**config.mk**
```make
export PLATFORM = sky130hd
export DESIGN_NAME = io_bus_handshake_timer
export DESIGN_NICKNAME = d
export VERILOG_FILES = /design/src/hdl/io_timer_pkg.sv /design/src/hdl/io_bus_handshake_timer.sv
export SDC_FILE = /design/constraint.sdc
export NUM_CORES = 1
export LEC_CHECK = 0
export BUFFER_PORTS_ARGS = -buffer_cell sky130_fd_sc_hd__buf_2
export CORE_ASPECT_RATIO = 1.25
export CORE_MARGIN = 2
export CORE_UTILIZATION = 54
export DETAILED_ROUTE_END_ITERATION = 8
export GPL_TIMING_DRIVEN = 0
export PLACE_DENSITY_LB_ADDON = 0.12
export SYNTH_ARGS = -nofsm -noshare
export SYNTH_HDL_FRONTEND = slang
export SYNTH_SLANG_ARGS = --single-unit
```
**constraint.sdc**
```tcl
create_clock -name hclk -period 3.2 [get_ports hclk]
set_input_delay 0.16 -clock hclk [delete_from_list [all_inputs] [get_ports hclk]]
set_output_delay 0.16 -clock hclk [all_outputs]
set_load 0.005 [all_outputs]
```
**src/hdl/io_timer_pkg.sv**
```systemverilog
`default_nettype none
package io_timer_pkg;
  // Timing
  localparam int CLK_MHZ = 125;
  localparam int CMD_DELAY_NS = 40;
  localparam int CMD_DELAY_CYC = (CMD_DELAY_NS * CLK_MHZ + 999) / 1000;
  localparam int FS_TIMEOUT_US = 45;
  localparam int FS_TIMEOUT_CYC = FS_TIMEOUT_US * CLK_MHZ;
  localparam int DLY_W = 4;
  localparam int TMO_W = 16;
  // Micro-instruction fields
  localparam int OPC_MSB = 15;
  localparam int DST_MSB = 11;
  localparam int SRC_MSB = 7;
  localparam int SEL_MSB = 1;
  localparam logic [3:0] OP_LOAD = 4'h4;
  localparam logic [3:0] FIELD_IO = 4'hD;
  localparam logic [1:0] SEL_DATA = 2'h1;
  localparam logic [1:0] SEL_ADDR_ACK = 2'h2;
  localparam logic [1:0] SEL_CMD_STAT = 2'h3;
  localparam logic [15:0] STATUS_FORCED = 16'h0004;
  // Register map
  localparam logic [7:0] ADDR_CTRL = 8'h00;
  localparam logic [7:0] ADDR_FLAGS = 8'h04;
  localparam logic [7:0] ADDR_STATUS = 8'h08;
  localparam logic [7:0] ADDR_LAST = 8'h0C;
  localparam int CTRL_EN_BIT = 0;
  localparam int FLAG_OVF_BIT = 0;
  localparam logic CTRL_EN_RST = 1'b1;
  localparam logic [1:0] HTRANS_NONSEQ = 2'h2;
  localparam logic [1:0] HRESP_OKAY = 2'h0;

  typedef enum logic [2:0] {
    ST_IDLE = 3'b000,
    ST_DELAY = 3'b001,
    ST_HALT = 3'b010,
    ST_WAIT = 3'b011,
    ST_RESUME = 3'b100
  } state_e;

  typedef struct packed {
    logic data_available_strobe;
    logic address_strobe;
    logic command_strobe;
    logic data_request_strobe;
    logic acknowledge_strobe;
    logic status_request_strobe;
  } strobes_s;

  typedef struct packed {
    logic valid;
    logic write;
    logic [7:0] addr;
  } ahb_req_s;
endpackage
`default_nettype wire

```
**src/hdl/io_bus_handshake_timer.sv**
```systemverilog
// Behaviour
// - Start only on Load naming I/O as source (input) or destination (output).
// - Idle or reset: clock-stop flop set, control-line flop cleared.
// - About 40 ns after command clock falls, clear clock-stop, halting clocks.
// - No system clock pulses until clock-stop is set again.
// - Control line sets only with clock-stop cleared and sync inactive.
// - Output select 01 data-available, 10 address, 11 command strobe.
// - Input select 01 data-request, 10 acknowledge, 11 status-request.
// - Output operations drive result bits 8:15 onto output data lines.
// - Input operations pass input lines to operand bits 8:15 unless false sync.
// - False-sync flop armed only while control-line flop is set.
// - No sync within about 45 us gives a false sync.
// - A received sync resets the false-sync flop.
// - Clock-stop stays cleared until sync or false sync, then sets.
// - First resumed clock loads the input response into the destination.
// - Same resumed clock fetches next micro-instruction, clears control line.
// - Clearing the control-line flop drops the strobe.
// - Clearing the control-line flop disengages the false-sync flop.
// - Another I/O Load halts the clocks again for the new transfer.
// - A non-I/O next instruction returns the timer to initial state.
// - False sync ending any operation sets the overflow flag.
// - False sync on status request forces operand value 0004.
`timescale 1ns/1ps
`default_nettype none
module io_bus_handshake_timer #(
  parameter int FS_TIMEOUT_CYCLES = io_timer_pkg::FS_TIMEOUT_CYC
) (
  // Clock, reset, enable
  input wire logic hclk,
  input wire logic hresetn,
  input wire logic clk_en,
  // AHB-Lite slave
  input wire logic hsel,
  input wire logic [31:0] haddr,
  input wire logic [1:0] htrans,
  input wire logic hwrite,
  input wire logic [2:0] hsize,
  input wire logic [31:0] hwdata,
  input wire logic hready,
  output logic hreadyout,
  output logic [1:0] hresp,
  output logic [31:0] hrdata,
  // Processor micro-instruction side
  input wire logic [15:0] micro_word,
  input wire logic command_clock,
  input wire logic [7:0] result_bus,
  output logic sys_clock_run,
  output logic [15:0] operand_bus,
  output logic operand_load,
  output logic fetch_next,
  output logic overflow_flag,
  // I/O bus pins
  input wire logic device_sync,
  input wire logic [7:0] input_data_lines,
  output logic [7:0] output_data_lines,
  output io_timer_pkg::strobes_s strobes
);

  // Pin synchronisers
  logic sync_meta_reg;
  logic sync_reg;
  logic [7:0] din_meta_reg;
  logic [7:0] din_reg;

  always_ff @(posedge hclk or negedge hresetn) begin
    if (!hresetn) begin
      sync_meta_reg <= 1'b0;
      sync_reg <= 1'b0;
      din_meta_reg <= 8'h00;
      din_reg <= 8'h00;
    end else if (clk_en) begin
      sync_meta_reg <= device_sync;
      sync_reg <= sync_meta_reg;
      din_meta_reg <= input_data_lines;
      din_reg <= din_meta_reg;
    end
  end

  // Instruction decode
  logic io_is_source;
  logic io_is_destination;
  logic load_op;
  logic io_op_qualified;
  logic ctrl_en_reg;

  assign load_op = micro_word[io_timer_pkg::OPC_MSB -: 4] ==
                   io_timer_pkg::OP_LOAD;
  assign io_is_source = micro_word[io_timer_pkg::SRC_MSB -: 4] ==
                        io_timer_pkg::FIELD_IO;
  assign io_is_destination = micro_word[io_timer_pkg::DST_MSB -: 4] ==
                             io_timer_pkg::FIELD_IO;
  assign io_op_qualified = ctrl_en_reg & load_op &
                           (io_is_source | io_is_destination);

  // Sequencer state
  io_timer_pkg::state_e state_reg, state_next;
  logic ccl_prev_reg, ccl_prev_next;
  logic [io_timer_pkg::DLY_W-1:0] dly_reg, dly_next;
  logic [io_timer_pkg::TMO_W-1:0] tmo_reg, tmo_next;
  logic clock_stop_ff, clock_stop_next;
  logic control_line_active_ff, ctl_next;
  logic gated_false_sync, gfs_next;
  logic false_sync_timeout;
  logic dir_in_reg, dir_in_next;
  logic [1:0] sel_reg, sel_next;
  logic [7:0] dal_reg, dal_next;
  io_timer_pkg::strobes_s strobes_reg, strobes_next;
  logic [15:0] operand_reg, operand_next;
  logic operand_load_reg, operand_load_next;
  logic fetch_reg, fetch_next_v;
  logic [7:0] last_byte_reg, last_byte_next;
  logic ovf_set;
  logic ccl_fall;

  assign ccl_fall = ccl_prev_reg & ~command_clock;
  assign false_sync_timeout = tmo_reg ==
         io_timer_pkg::TMO_W'(FS_TIMEOUT_CYCLES - 1);

  always_comb begin
    state_next = state_reg;
    ccl_prev_next = command_clock;
    dly_next = dly_reg;
    tmo_next = tmo_reg;
    clock_stop_next = clock_stop_ff;
    ctl_next = control_line_active_ff;
    gfs_next = gated_false_sync;
    dir_in_next = dir_in_reg;
    sel_next = sel_reg;
    dal_next = dal_reg;
    operand_next = operand_reg;
    operand_load_next = 1'b0;
    fetch_next_v = 1'b0;
    last_byte_next = last_byte_reg;
    ovf_set = 1'b0;
    case (state_reg)
      io_timer_pkg::ST_IDLE: begin
        clock_stop_next = 1'b1;
        ctl_next = 1'b0;
        gfs_next = 1'b0;
        dal_next = 8'h00;
        if (ccl_fall && io_op_qualified && !control_line_active_ff) begin
          state_next = io_timer_pkg::ST_DELAY;
          dly_next = '0;
          dir_in_next = io_is_source;
          sel_next = micro_word[io_timer_pkg::SEL_MSB -: 2];
          dal_next = io_is_source ? 8'h00 : result_bus;
        end
      end
      io_timer_pkg::ST_DELAY: begin
        dly_next = dly_reg + 1'b1;
        if (dly_reg == io_timer_pkg::DLY_W'(io_timer_pkg::CMD_DELAY_CYC - 1))
        begin
          clock_stop_next = 1'b0;
          state_next = io_timer_pkg::ST_HALT;
        end
      end
      io_timer_pkg::ST_HALT: begin
        if (!clock_stop_ff && !sync_reg) begin
          ctl_next = 1'b1;
          tmo_next = '0;
          state_next = io_timer_pkg::ST_WAIT;
        end
      end
      io_timer_pkg::ST_WAIT: begin
        tmo_next = tmo_reg + 1'b1;
        if (sync_reg) begin
          gfs_next = 1'b0;
          clock_stop_next = 1'b1;
          state_next = io_timer_pkg::ST_RESUME;
        end else if (false_sync_timeout && control_line_active_ff) begin
          gfs_next = 1'b1;
          clock_stop_next = 1'b1;
          state_next = io_timer_pkg::ST_RESUME;
        end
      end
      io_timer_pkg::ST_RESUME: begin
        fetch_next_v = 1'b1;
        ctl_next = 1'b0;
        gfs_next = 1'b0;
        ovf_set = gated_false_sync;
        state_next = io_timer_pkg::ST_IDLE;
        dal_next = 8'h00;
        if (dir_in_reg) begin
          operand_load_next = 1'b1;
          if (!gated_false_sync) begin
            operand_next = {8'h00, din_reg};
            last_byte_next = din_reg;
          end else if (sel_reg == io_timer_pkg::SEL_CMD_STAT) begin
            operand_next = io_timer_pkg::STATUS_FORCED;
          end else begin
            operand_next = 16'h0000;
          end
        end
      end
      default: begin
        state_next = io_timer_pkg::ST_IDLE;
        clock_stop_next = 1'b1;
        ctl_next = 1'b0;
        gfs_next = 1'b0;
      end
    endcase
    // Strobe follows the control-line flop
    strobes_next = '0;
    if (ctl_next) begin
      if (dir_in_next) begin
        strobes_next.data_request_strobe = sel_next ==
                                           io_timer_pkg::SEL_DATA;
        strobes_next.acknowledge_strobe = sel_next ==
                                          io_timer_pkg::SEL_ADDR_ACK;
        strobes_next.status_request_strobe = sel_next ==
                                             io_timer_pkg::SEL_CMD_STAT;
      end else begin
        strobes_next.data_available_strobe = sel_next ==
                                             io_timer_pkg::SEL_DATA;
        strobes_next.address_strobe = sel_next ==
                                      io_timer_pkg::SEL_ADDR_ACK;
        strobes_next.command_strobe = sel_next ==
                                      io_timer_pkg::SEL_CMD_STAT;
      end
    end
  end

  always_ff @(posedge hclk or negedge hresetn) begin
    if (!hresetn) begin
      state_reg <= io_timer_pkg::ST_IDLE;
      ccl_prev_reg <= 1'b0;
      dly_reg <= '0;
      tmo_reg <= '0;
      clock_stop_ff <= 1'b1;
      control_line_active_ff <= 1'b0;
      gated_false_sync <= 1'b0;
      dir_in_reg <= 1'b0;
      sel_reg <= 2'h0;
      dal_reg <= 8'h00;
      strobes_reg <= '0;
      operand_reg <= 16'h0000;
      operand_load_reg <= 1'b0;
      fetch_reg <= 1'b0;
      last_byte_reg <= 8'h00;
    end else if (clk_en) begin
      state_reg <= state_next;
      ccl_prev_reg <= ccl_prev_next;
      dly_reg <= dly_next;
      tmo_reg <= tmo_next;
      clock_stop_ff <= clock_stop_next;
      control_line_active_ff <= ctl_next;
      gated_false_sync <= gfs_next;
      dir_in_reg <= dir_in_next;
      sel_reg <= sel_next;
      dal_reg <= dal_next;
      strobes_reg <= strobes_next;
      operand_reg <= operand_next;
      operand_load_reg <= operand_load_next;
      fetch_reg <= fetch_next_v;
      last_byte_reg <= last_byte_next;
    end
  end

  // Register bus slave
  io_timer_pkg::ahb_req_s req_reg, req_next;
  logic [31:0] rdata_reg, rdata_next;
  logic ctrl_en_next;
  logic ovf_reg, ovf_next;
  logic hready_reg;
  logic addr_ok;
  logic [7:0] addr_lo;

  assign addr_lo = haddr[7:0];
  assign addr_ok = haddr[31:8] == 24'h000000;

  always_comb begin
    req_next.valid = hsel & hready & (htrans == io_timer_pkg::HTRANS_NONSEQ);
    req_next.write = hwrite;
    req_next.addr = addr_lo;
    if (!addr_ok) begin
      req_next.addr = 8'hFF;
    end
    rdata_next = rdata_reg;
    ctrl_en_next = ctrl_en_reg;
    ovf_next = ovf_reg;
    if (req_reg.valid && req_reg.write) begin
      if (req_reg.addr == io_timer_pkg::ADDR_CTRL) begin
        ctrl_en_next = hwdata[io_timer_pkg::CTRL_EN_BIT];
      end
      if (req_reg.addr == io_timer_pkg::ADDR_FLAGS &&
          hwdata[io_timer_pkg::FLAG_OVF_BIT]) begin
        ovf_next = 1'b0;
      end
    end
    // Hardware set wins over software clear
    if (ovf_set) begin
      ovf_next = 1'b1;
    end
    if (req_next.valid && !hwrite) begin
      rdata_next = 32'h00000000;
      case (req_next.addr)
        io_timer_pkg::ADDR_CTRL: begin
          rdata_next[io_timer_pkg::CTRL_EN_BIT] = ctrl_en_reg;
        end
        io_timer_pkg::ADDR_FLAGS: begin
          rdata_next[io_timer_pkg::FLAG_OVF_BIT] = ovf_reg;
        end
        io_timer_pkg::ADDR_STATUS: begin
          rdata_next[2:0] = state_reg;
          rdata_next[3] = clock_stop_ff;
          rdata_next[4] = control_line_active_ff;
          rdata_next[5] = gated_false_sync;
          rdata_next[6] = sync_reg;
          rdata_next[7] = dir_in_reg;
          rdata_next[9:8] = sel_reg;
        end
        io_timer_pkg::ADDR_LAST: begin
          rdata_next[7:0] = last_byte_reg;
        end
        default: begin
          rdata_next = 32'h00000000;
        end
      endcase
    end
  end

  always_ff @(posedge hclk or negedge hresetn) begin
    if (!hresetn) begin
      req_reg <= '0;
      rdata_reg <= 32'h00000000;
      ctrl_en_reg <= io_timer_pkg::CTRL_EN_RST;
      ovf_reg <= 1'b0;
      hready_reg <= 1'b0;
    end else if (clk_en) begin
      hready_reg <= 1'b1;
      req_reg <= req_next;
      rdata_reg <= rdata_next;
      ctrl_en_reg <= ctrl_en_next;
      ovf_reg <= ovf_next;
    end
  end

  // Outputs from flops; hresp tied to OKAY
  assign hreadyout = hready_reg;
  assign hresp = io_timer_pkg::HRESP_OKAY;
  assign hrdata = rdata_reg;
  assign sys_clock_run = clock_stop_ff;
  assign operand_bus = operand_reg;
  assign operand_load = operand_load_reg;
  assign fetch_next = fetch_reg;
  assign overflow_flag = ovf_reg;
  assign output_data_lines = dal_reg;
  assign strobes = strobes_reg;

endmodule
`default_nettype wire

```
==> results.yml, run 1 <==
status:
  result_of_the_run: "complete, no violations"
placement:
  io_buffers: 108
  dp.final_hpwl_um: 8860
  placedCellCount: 738
  place_congestion: 0.886
routing:
  remaining_drc_errors: 0
  drt_iter0_drc: 256
  routed-via-count: 4092
  post_detailed_routing_wire_length_um: 12000
  drt.antenna.violating_nets: 0
  drt-vias-per-instance: 5.43
  route.detailed.wl_per_inst_um: 15.9
  first_pass_iters: 4
global_route:
  global_route.usage.total_pct: 24.3
  pin_count_of_the_biggest_net_entering_global_routing: 60
  grt_antenna_before_repair: 0
  grt_pass1_wl_um: 19800
  grt_remaining_overflow: 0
  grt_pass1_vias: 4142
die:
  top_level_ports: 178
  die-height_um: 112
  fp.dieArea_mm2: 0.0102
  floorplan.initialDensity_pct: 55.4
  die_width_um: 90.5
  row_cnt: 39
  placeableCoreArea_mm2: 0.00913
setup_path:
  critical-path-top-cell-by-count: "sky130_fd_sc_hd__buf_2"
  cp-start-kind: "flip-flop"
  critPathCaptureType: "flip-flop"
  crit_required_ps: 3420
  cp-startpoint: "state_reg[0]"
  path_class: "reg -> reg"
  critical_path.n_buffers_inverters: 2
  critical_path_arrival_ps: 2410
  cpMaxStageDelayCell: "sky130_fd_sc_hd__nor2_1"
  worstPathMaxFanout: 10
  worst_path_largest_cell_delay_ps: 430
  crit_chain: "buf_2 > nor3b_1 > nand3_1 > nor2_1 > buf_2 > mux2_2"
  cp_top_family: "simple AND/OR/NAND/NOR gates"
  r2r-start: "state_reg[0]"
finish:
  largest_reg_flops: 16
  layout.filler_cells: 739
  syn_to_final_growth_pct: 23.0
  layout-drive-gt1-share_pct: 32.5
  layout.core_utilization_pct: 68.1
  stdcell_count: 754
  n_antenna_cell: 0
  nNetsFinal: 740
clock_tree:
  tritoncts.num_buffers: 9
  cts_tree: "built"
  path_clk_slew_ps: 70
  h-tree-depth: 3
  cts-resized-gates: 0
  clock_tree.root_cell: "sky130_fd_sc_hd__clkbuf_16"
  worst_skew_pair.late_latency_ps: 340
  post-cts-setup-buffers: 0
  clock_tree.buffer_depth: 2
  clkSinkCount: 103
timing:
  totalNegativeSetupSlack_ps: 0
  slew_headroom_pct: 53.6
  unrepaired_setup_endpoints_after_global_routing: "no"
  maxClockFrequency_mhz: 458
  finalHoldViolCount: 0
  pin_slew_with_the_least_headroom_to_its_limit_ps: 696
  finClkSkew_ps: 6.76
  setup_viol: 0
  min_cycle_time_layout_ps: 2180
  final-max-slew-violation-count: 0
  post-route-period-util_pct: 68.2
yosys:
  post_synth_inst_count: 475
  synth_top_area_cell: "sky130_fd_sc_hd__dfrtp_1"
  unique_masters_post_synth: 54
  yosys_warnings: 0
  post_synth_instance_area_mm2: 0.00505
  synth_edf_count: 0
  synth-async-reset-ratio_pct: 100
  synth_top_flop_cell: "sky130_fd_sc_hd__dfrtp_1"
  ys_ff_latch: 103
  synth_largest_type_area_fraction_pct: 50.0
  avgSynthCellArea_um2: 10.6
  ys_top_cells_by_area: "sky130_fd_sc_hd__dfrtp_1 50%, sky130_fd_sc_hd__mux2_2 8.5%, sky130_fd_sc_hd__buf_4 4.9%"
  synth_seq_area_share_pct: 51.1
worst_hold_path:
  min-delay-path-class: "in -> reg"
  worstHoldStart: "input_data_lines[2]"
power_and_ir_drop:
  cellLeakagePower_uw: 0.00291
  power_density_mw_per_mm2: 486
  power.ir.vdd_worst_mv: 0.370
  post-layout-total-power_uw: 3020
run:
  max_cap_violations: 0
## layout make-up
type | instances | area, um^2 | area share (%)
sequential | 103 | 2580 | 41.5
multi-input combinational | 329 | 2180 | 35.2
timing repair buffer | 110 | 581 | 9.34
buffer | 53 | 325 | 5.23
clock buffer | 9 | 225 | 3.62
tap | 123 | 154 | 2.48
clock inverter | 6 | 86.3 | 1.39
inverter | 21 | 78.8 | 1.27
## cells in the mapped netlist, types with 3 or more instances
master and number:
sky130_fd_sc_hd__or3_1 9, sky130_fd_sc_hd__nand4_1 6, sky130_fd_sc_hd__o31ai_1 3, sky130_fd_sc_hd__nor3_1 12
sky130_fd_sc_hd__nand4b_1 5, sky130_fd_sc_hd__or4_1 6, sky130_fd_sc_hd__mux2_2 38, sky130_fd_sc_hd__nor2_1 19
sky130_fd_sc_hd__o22ai_1 10, sky130_fd_sc_hd__clkbuf_1 17, sky130_fd_sc_hd__nor2b_1 5, sky130_fd_sc_hd__a21o_1 3
sky130_fd_sc_hd__nand3_1 14, sky130_fd_sc_hd__ha_1 4, sky130_fd_sc_hd__a21oi_1 18, sky130_fd_sc_hd__nand2b_1 3
sky130_fd_sc_hd__and4_1 3, sky130_fd_sc_hd__xnor2_1 3, sky130_fd_sc_hd__mux2i_1 6, sky130_fd_sc_hd__a22o_1 17
sky130_fd_sc_hd__nor4_1 10, sky130_fd_sc_hd__buf_4 33, sky130_fd_sc_hd__nor3b_1 3, sky130_fd_sc_hd__inv_1 21
sky130_fd_sc_hd__nand2_1 38, sky130_fd_sc_hd__dfrtp_1 101, sky130_fd_sc_hd__o21ai_0 31
## where the power goes
group          internal, uW  leakage, uW  switching (uW)  total [uW]
Combinational           186      0.00143             210         396
Clock                   680     0.000151             478        1160
Sequential             1380      0.00133            82.6        1470
Total                  2250      0.00291             770        3020
## layout by cell type, fill, tap and decap left out, types with 3 or more instances in the layout
master and n:
sky130_fd_sc_hd__a21o_1 3, sky130_fd_sc_hd__a21oi_1 18, sky130_fd_sc_hd__a22o_1 17, sky130_fd_sc_hd__and4_1 3, sky130_fd_sc_hd__buf_2 109, sky130_fd_sc_hd__buf_4 34
sky130_fd_sc_hd__clkbuf_1 17, sky130_fd_sc_hd__clkbuf_16 9, sky130_fd_sc_hd__conb_1 32, sky130_fd_sc_hd__dfrtp_1 101, sky130_fd_sc_hd__ha_1 4, sky130_fd_sc_hd__inv_1 21
sky130_fd_sc_hd__mux2_2 38, sky130_fd_sc_hd__mux2i_1 6, sky130_fd_sc_hd__nand2_1 38, sky130_fd_sc_hd__nand2b_1 3, sky130_fd_sc_hd__nand3_1 14, sky130_fd_sc_hd__nand4_1 6
sky130_fd_sc_hd__nand4b_1 5, sky130_fd_sc_hd__nor2_1 19, sky130_fd_sc_hd__nor2b_1 5, sky130_fd_sc_hd__nor3_1 12, sky130_fd_sc_hd__nor3b_1 3, sky130_fd_sc_hd__nor4_1 10
sky130_fd_sc_hd__o21ai_0 31, sky130_fd_sc_hd__o22ai_1 10, sky130_fd_sc_hd__o31ai_1 3, sky130_fd_sc_hd__or3_1 9, sky130_fd_sc_hd__or4_1 6, sky130_fd_sc_hd__xnor2_1 3
## cells by family (layout without fill, tap and decap cells)
kind of cell             after synthesis  in the layout  synth area share (%)
buffers and inverters                 74            199                  8.00
flip-flops                           103            103                  51.1
other                                  1             32                0.0742
adder cells (fa/ha/maj)                4              4                 0.991
multiplexers                          45             45                  10.1
AND/OR/NAND/NOR                      149            149                  16.5
XOR/XNOR                               5              5                 0.867
AO/OA/AOI/OAI                         94             94                  12.4
## what timing repair did
action                     4_1_cts  5_1_grt
setup endpoints to repair        0        0
hold buffers                     1        0
hold endpoints to repair        43        0
## stage by stage
stage          hold WS [ps]  instance area (um^2)  setup WS [ps]
2_1_floorplan          -136                  5170           1290
3_3_place_gp            393                  5860            924
3_5_place_dp            197                  5890           1030
4_1_cts                42.4                  6210           1010
5_1_grt                42.6                  6210            846
6_report               43.3                  6210           1020
## layer usage
layer / up-vias / part of all wire (%) / track usage [%]
met4: 0 / 1.3 / 8.62
met5: - / 0 / 0
met1: 1986 / 41 / 30.4
met3: 14 / 5.1 / 3.76
met2: 136 / 52 / 42.7
li1: 1956 / - / -
## worst paths after layout
| kind | slack (ps) | cells past startpoint | to |
|---|---|---|---|
| max reg2reg | 1020 | 6 | last_byte_reg[7] |
| max in group asynchronous | 2110 | 3 | sys_clock_run |
| min | 40 | 2 | din_meta_reg[2] |
| max | 1020 | 6 | last_byte_reg[7] |
| min in group asynchronous | 360 | 2 | tmo_reg[5] |
| min reg2reg | 460 | 1 | hreadyout |
Power figures use the tool's default switching activity.
==> inputs of run 2 (changes only) <==
--- a/config.mk
+++ b/config.mk
@@ -8,7 +8,7 @@
 export BUFFER_PORTS_ARGS = -buffer_cell sky130_fd_sc_hd__buf_2
 export CORE_ASPECT_RATIO = 1.25
 export CORE_MARGIN = 2
-export CORE_UTILIZATION = 54
+export CORE_UTILIZATION = 50
 export DETAILED_ROUTE_END_ITERATION = 8
 export GPL_TIMING_DRIVEN = 0
 export PLACE_DENSITY_LB_ADDON = 0.12
==> constraint.sdc (replaced) <==
create_clock -name hclk -period 2.1 [get_ports hclk]
set_input_delay 0.105 -clock hclk [delete_from_list [all_inputs] [get_ports hclk]]
set_output_delay 0.105 -clock hclk [all_outputs]
set_load 0.005 [all_outputs]
==> results.yml, run 2 (synthesized netlist as in run 1, its figures left out) <==
timing:
  slew_headroom_pct: 56.9
  unrepaired_setup_endpoints_after_global_routing: "no"
  finalHoldViolCount: 0
  holdWs_ps: 9.69
  totalNegativeSetupSlack_ps: 0
  finClkSkew_ps: 3.98
  final-max-slew-violation-count: 0
  pin_slew_with_the_least_headroom_to_its_limit_ps: 645
  min_cycle_time_layout_ps: 2070
  post-route-period-util_pct: 98.4
  maxClockFrequency_mhz: 484
  setup_viol: 0
routing:
  drt-vias-per-instance: 5.37
  highest_layer: "met4"
  met1_length_um: 5000
  routed-via-count: 4187
  drt.antenna.violating_nets: 0
  route.detailed.wl_per_inst_um: 15.6
  post_detailed_routing_wire_length_um: 12100
  wl_met2_um: 6300
  remaining_drc_errors: 0
  route.met3.wl_um: 512
  drt_iter0_drc: 227
  first_pass_iters: 5
placement:
  place_congestion: 0.861
  dp.final_hpwl_um: 8850
  placedCellCount: 744
  detailed_place.area_mm2: 0.00590
  io_buffers: 108
worst_hold_path:
  min-delay-path-class: "in -> reg"
setup_path:
  critical_path.n_buffers_inverters: 0
  crit_required_ps: 2330
  critPathCaptureType: "flip-flop"
  cp_top_family: "simple AND/OR/NAND/NOR gates"
  path_class: "reg -> reg"
  cp-start-kind: "flip-flop"
  cpMaxStageDelayCell: "sky130_fd_sc_hd__or4_1"
  critical_path_arrival_ps: 2300
  worst_path_largest_cell_delay_ps: 570
  crit_chain: "or4_1 > or4_4 > or2_0 > a32o_1"
  worstPathMaxFanout: 2
die:
  die_width_um: 93.9
  row_cnt: 41
  placeableCoreArea_mm2: 0.00995
  floorplan.initialDensity_pct: 50.8
  fp.dieArea_mm2: 0.0109
  top_level_ports: 178
  die-height_um: 116
status:
  result_of_the_run: "complete, no violations"
clock_tree:
  path_clk_slew_ps: 70
  tritoncts.num_buffers: 9
  worst_skew_pair.late_latency_ps: 340
  clkSinkCount: 103
  h-tree-depth: 3
  clock_tree.root_cell: "sky130_fd_sc_hd__clkbuf_16"
  clock_tree.buffer_depth: 2
  cts_tree: "built"
global_route:
  grt_pass1_wl_um: 19100
  pin_count_of_the_biggest_net_entering_global_routing: 64
  global_route.usage.total_pct: 22.4
  grt_remaining_overflow: 0
  grt_antenna_before_repair: 0
  grt_pass1_vias: 3993
finish:
  layout-drive-gt1-share_pct: 33.0
  nNetsFinal: 759
  n_antenna_cell: 0
  stdcell_count: 780
  layout.cells.most_common: "sky130_fd_sc_hd__buf_2"
  largest_reg_flops: 16
  syn_to_final_growth_pct: 27.3
  top_library_cells_by_usage_in_the_layout_fill_and_taps_aside: "109 x sky130_fd_sc_hd__buf_2, 100 x sky130_fd_sc_hd__dfrtp_1, 38 x sky130_fd_sc_hd__mux2_2, 38 x sky130_fd_sc_hd__nand2_1, 37 x sky130_fd_sc_hd__buf_4"
  final_area_mm2: 0.00643
run:
  max_cap_violations: 0
power_and_ir_drop:
  cellLeakagePower_uw: 0.00300
  post-layout-total-power_uw: 4590
  power.ir.vdd_worst_mv: 0.616
  power_density_mw_per_mm2: 714
[run 2: cell count changes in the layout (fill, tap and decap cells not counted), sizes merged]
cell         change
bufinv           -1
dlygate4sd3     +17
inv              +2
buf              +3
clkinv           -1
[run 2: path summary, 6_finish.rpt]
path	from	to	cells past startpoint	slack, ps
worst max-delay path	req_reg[0]	overflow_flag	4	30
worst min-delay path	command_clock	ccl_prev_reg	2	10
worst max register to register	req_reg[0]	overflow_flag	4	30
worst min register to register	hreadyout	hreadyout	1	470
max in group asynchronous	hresetn	sys_clock_run	3	1080
min in group asynchronous	hresetn	tmo_reg[12]	2	290
[run 2: layout make-up]
| type | count | area, um^2 |
|---|---|---|
| sequential | 103 | 2580 |
| inverter | 21 | 78.8 |
| buffer | 52 | 322 |
| multi-input combinational | 329 | 2210 |
| clock inverter | 6 | 67.6 |
| fill | 818 | 3520 |
| clock buffer | 10 | 239 |
| tap | 129 | 161 |
| timing repair buffer | 130 | 773 |
[run 2: worst reg2reg max path: stages (launching register included)]
cell and delay, ps:
sky130_fd_sc_hd__dfrtp_1 390, sky130_fd_sc_hd__or4_1 570, sky130_fd_sc_hd__or4_4 520, sky130_fd_sc_hd__or2_0 270, sky130_fd_sc_hd__a32o_1 210
[run 2: what timing repair did]
action / CTS / global route
endpoints found under the setup margin: 0 / 33
buffers inserted: 0 / 3
gates resized for setup: 0 / 7
hold endpoints to repair: 56 / 0
hold buffers: 18 / 0
[run 2: layer usage]
layer / up-vias / track usage (%)
li1: 2000 / -
met1: 2030 / 28.0
met3: 27 / 3.74
met4: 0 / 8.99
met5: - / 0
met2: 130 / 38.8
[run 2: where the power goes]
group	switching [uW]	total [uW]	internal [uW]
registers	137	2240	2110
logic	321	633	312
clock network	749	1710	965
[run 2: per-stage QoR]
step / worst slack (ps) / utilization, %
after global routing: 1.63 / 64.6
after floorplan: 189 / -
after CTS: 8.94 / 64.2
after detailed placement: 13.2 / 59.3
final: 33.4 / 64.6
after global placement: -157 / 59.0
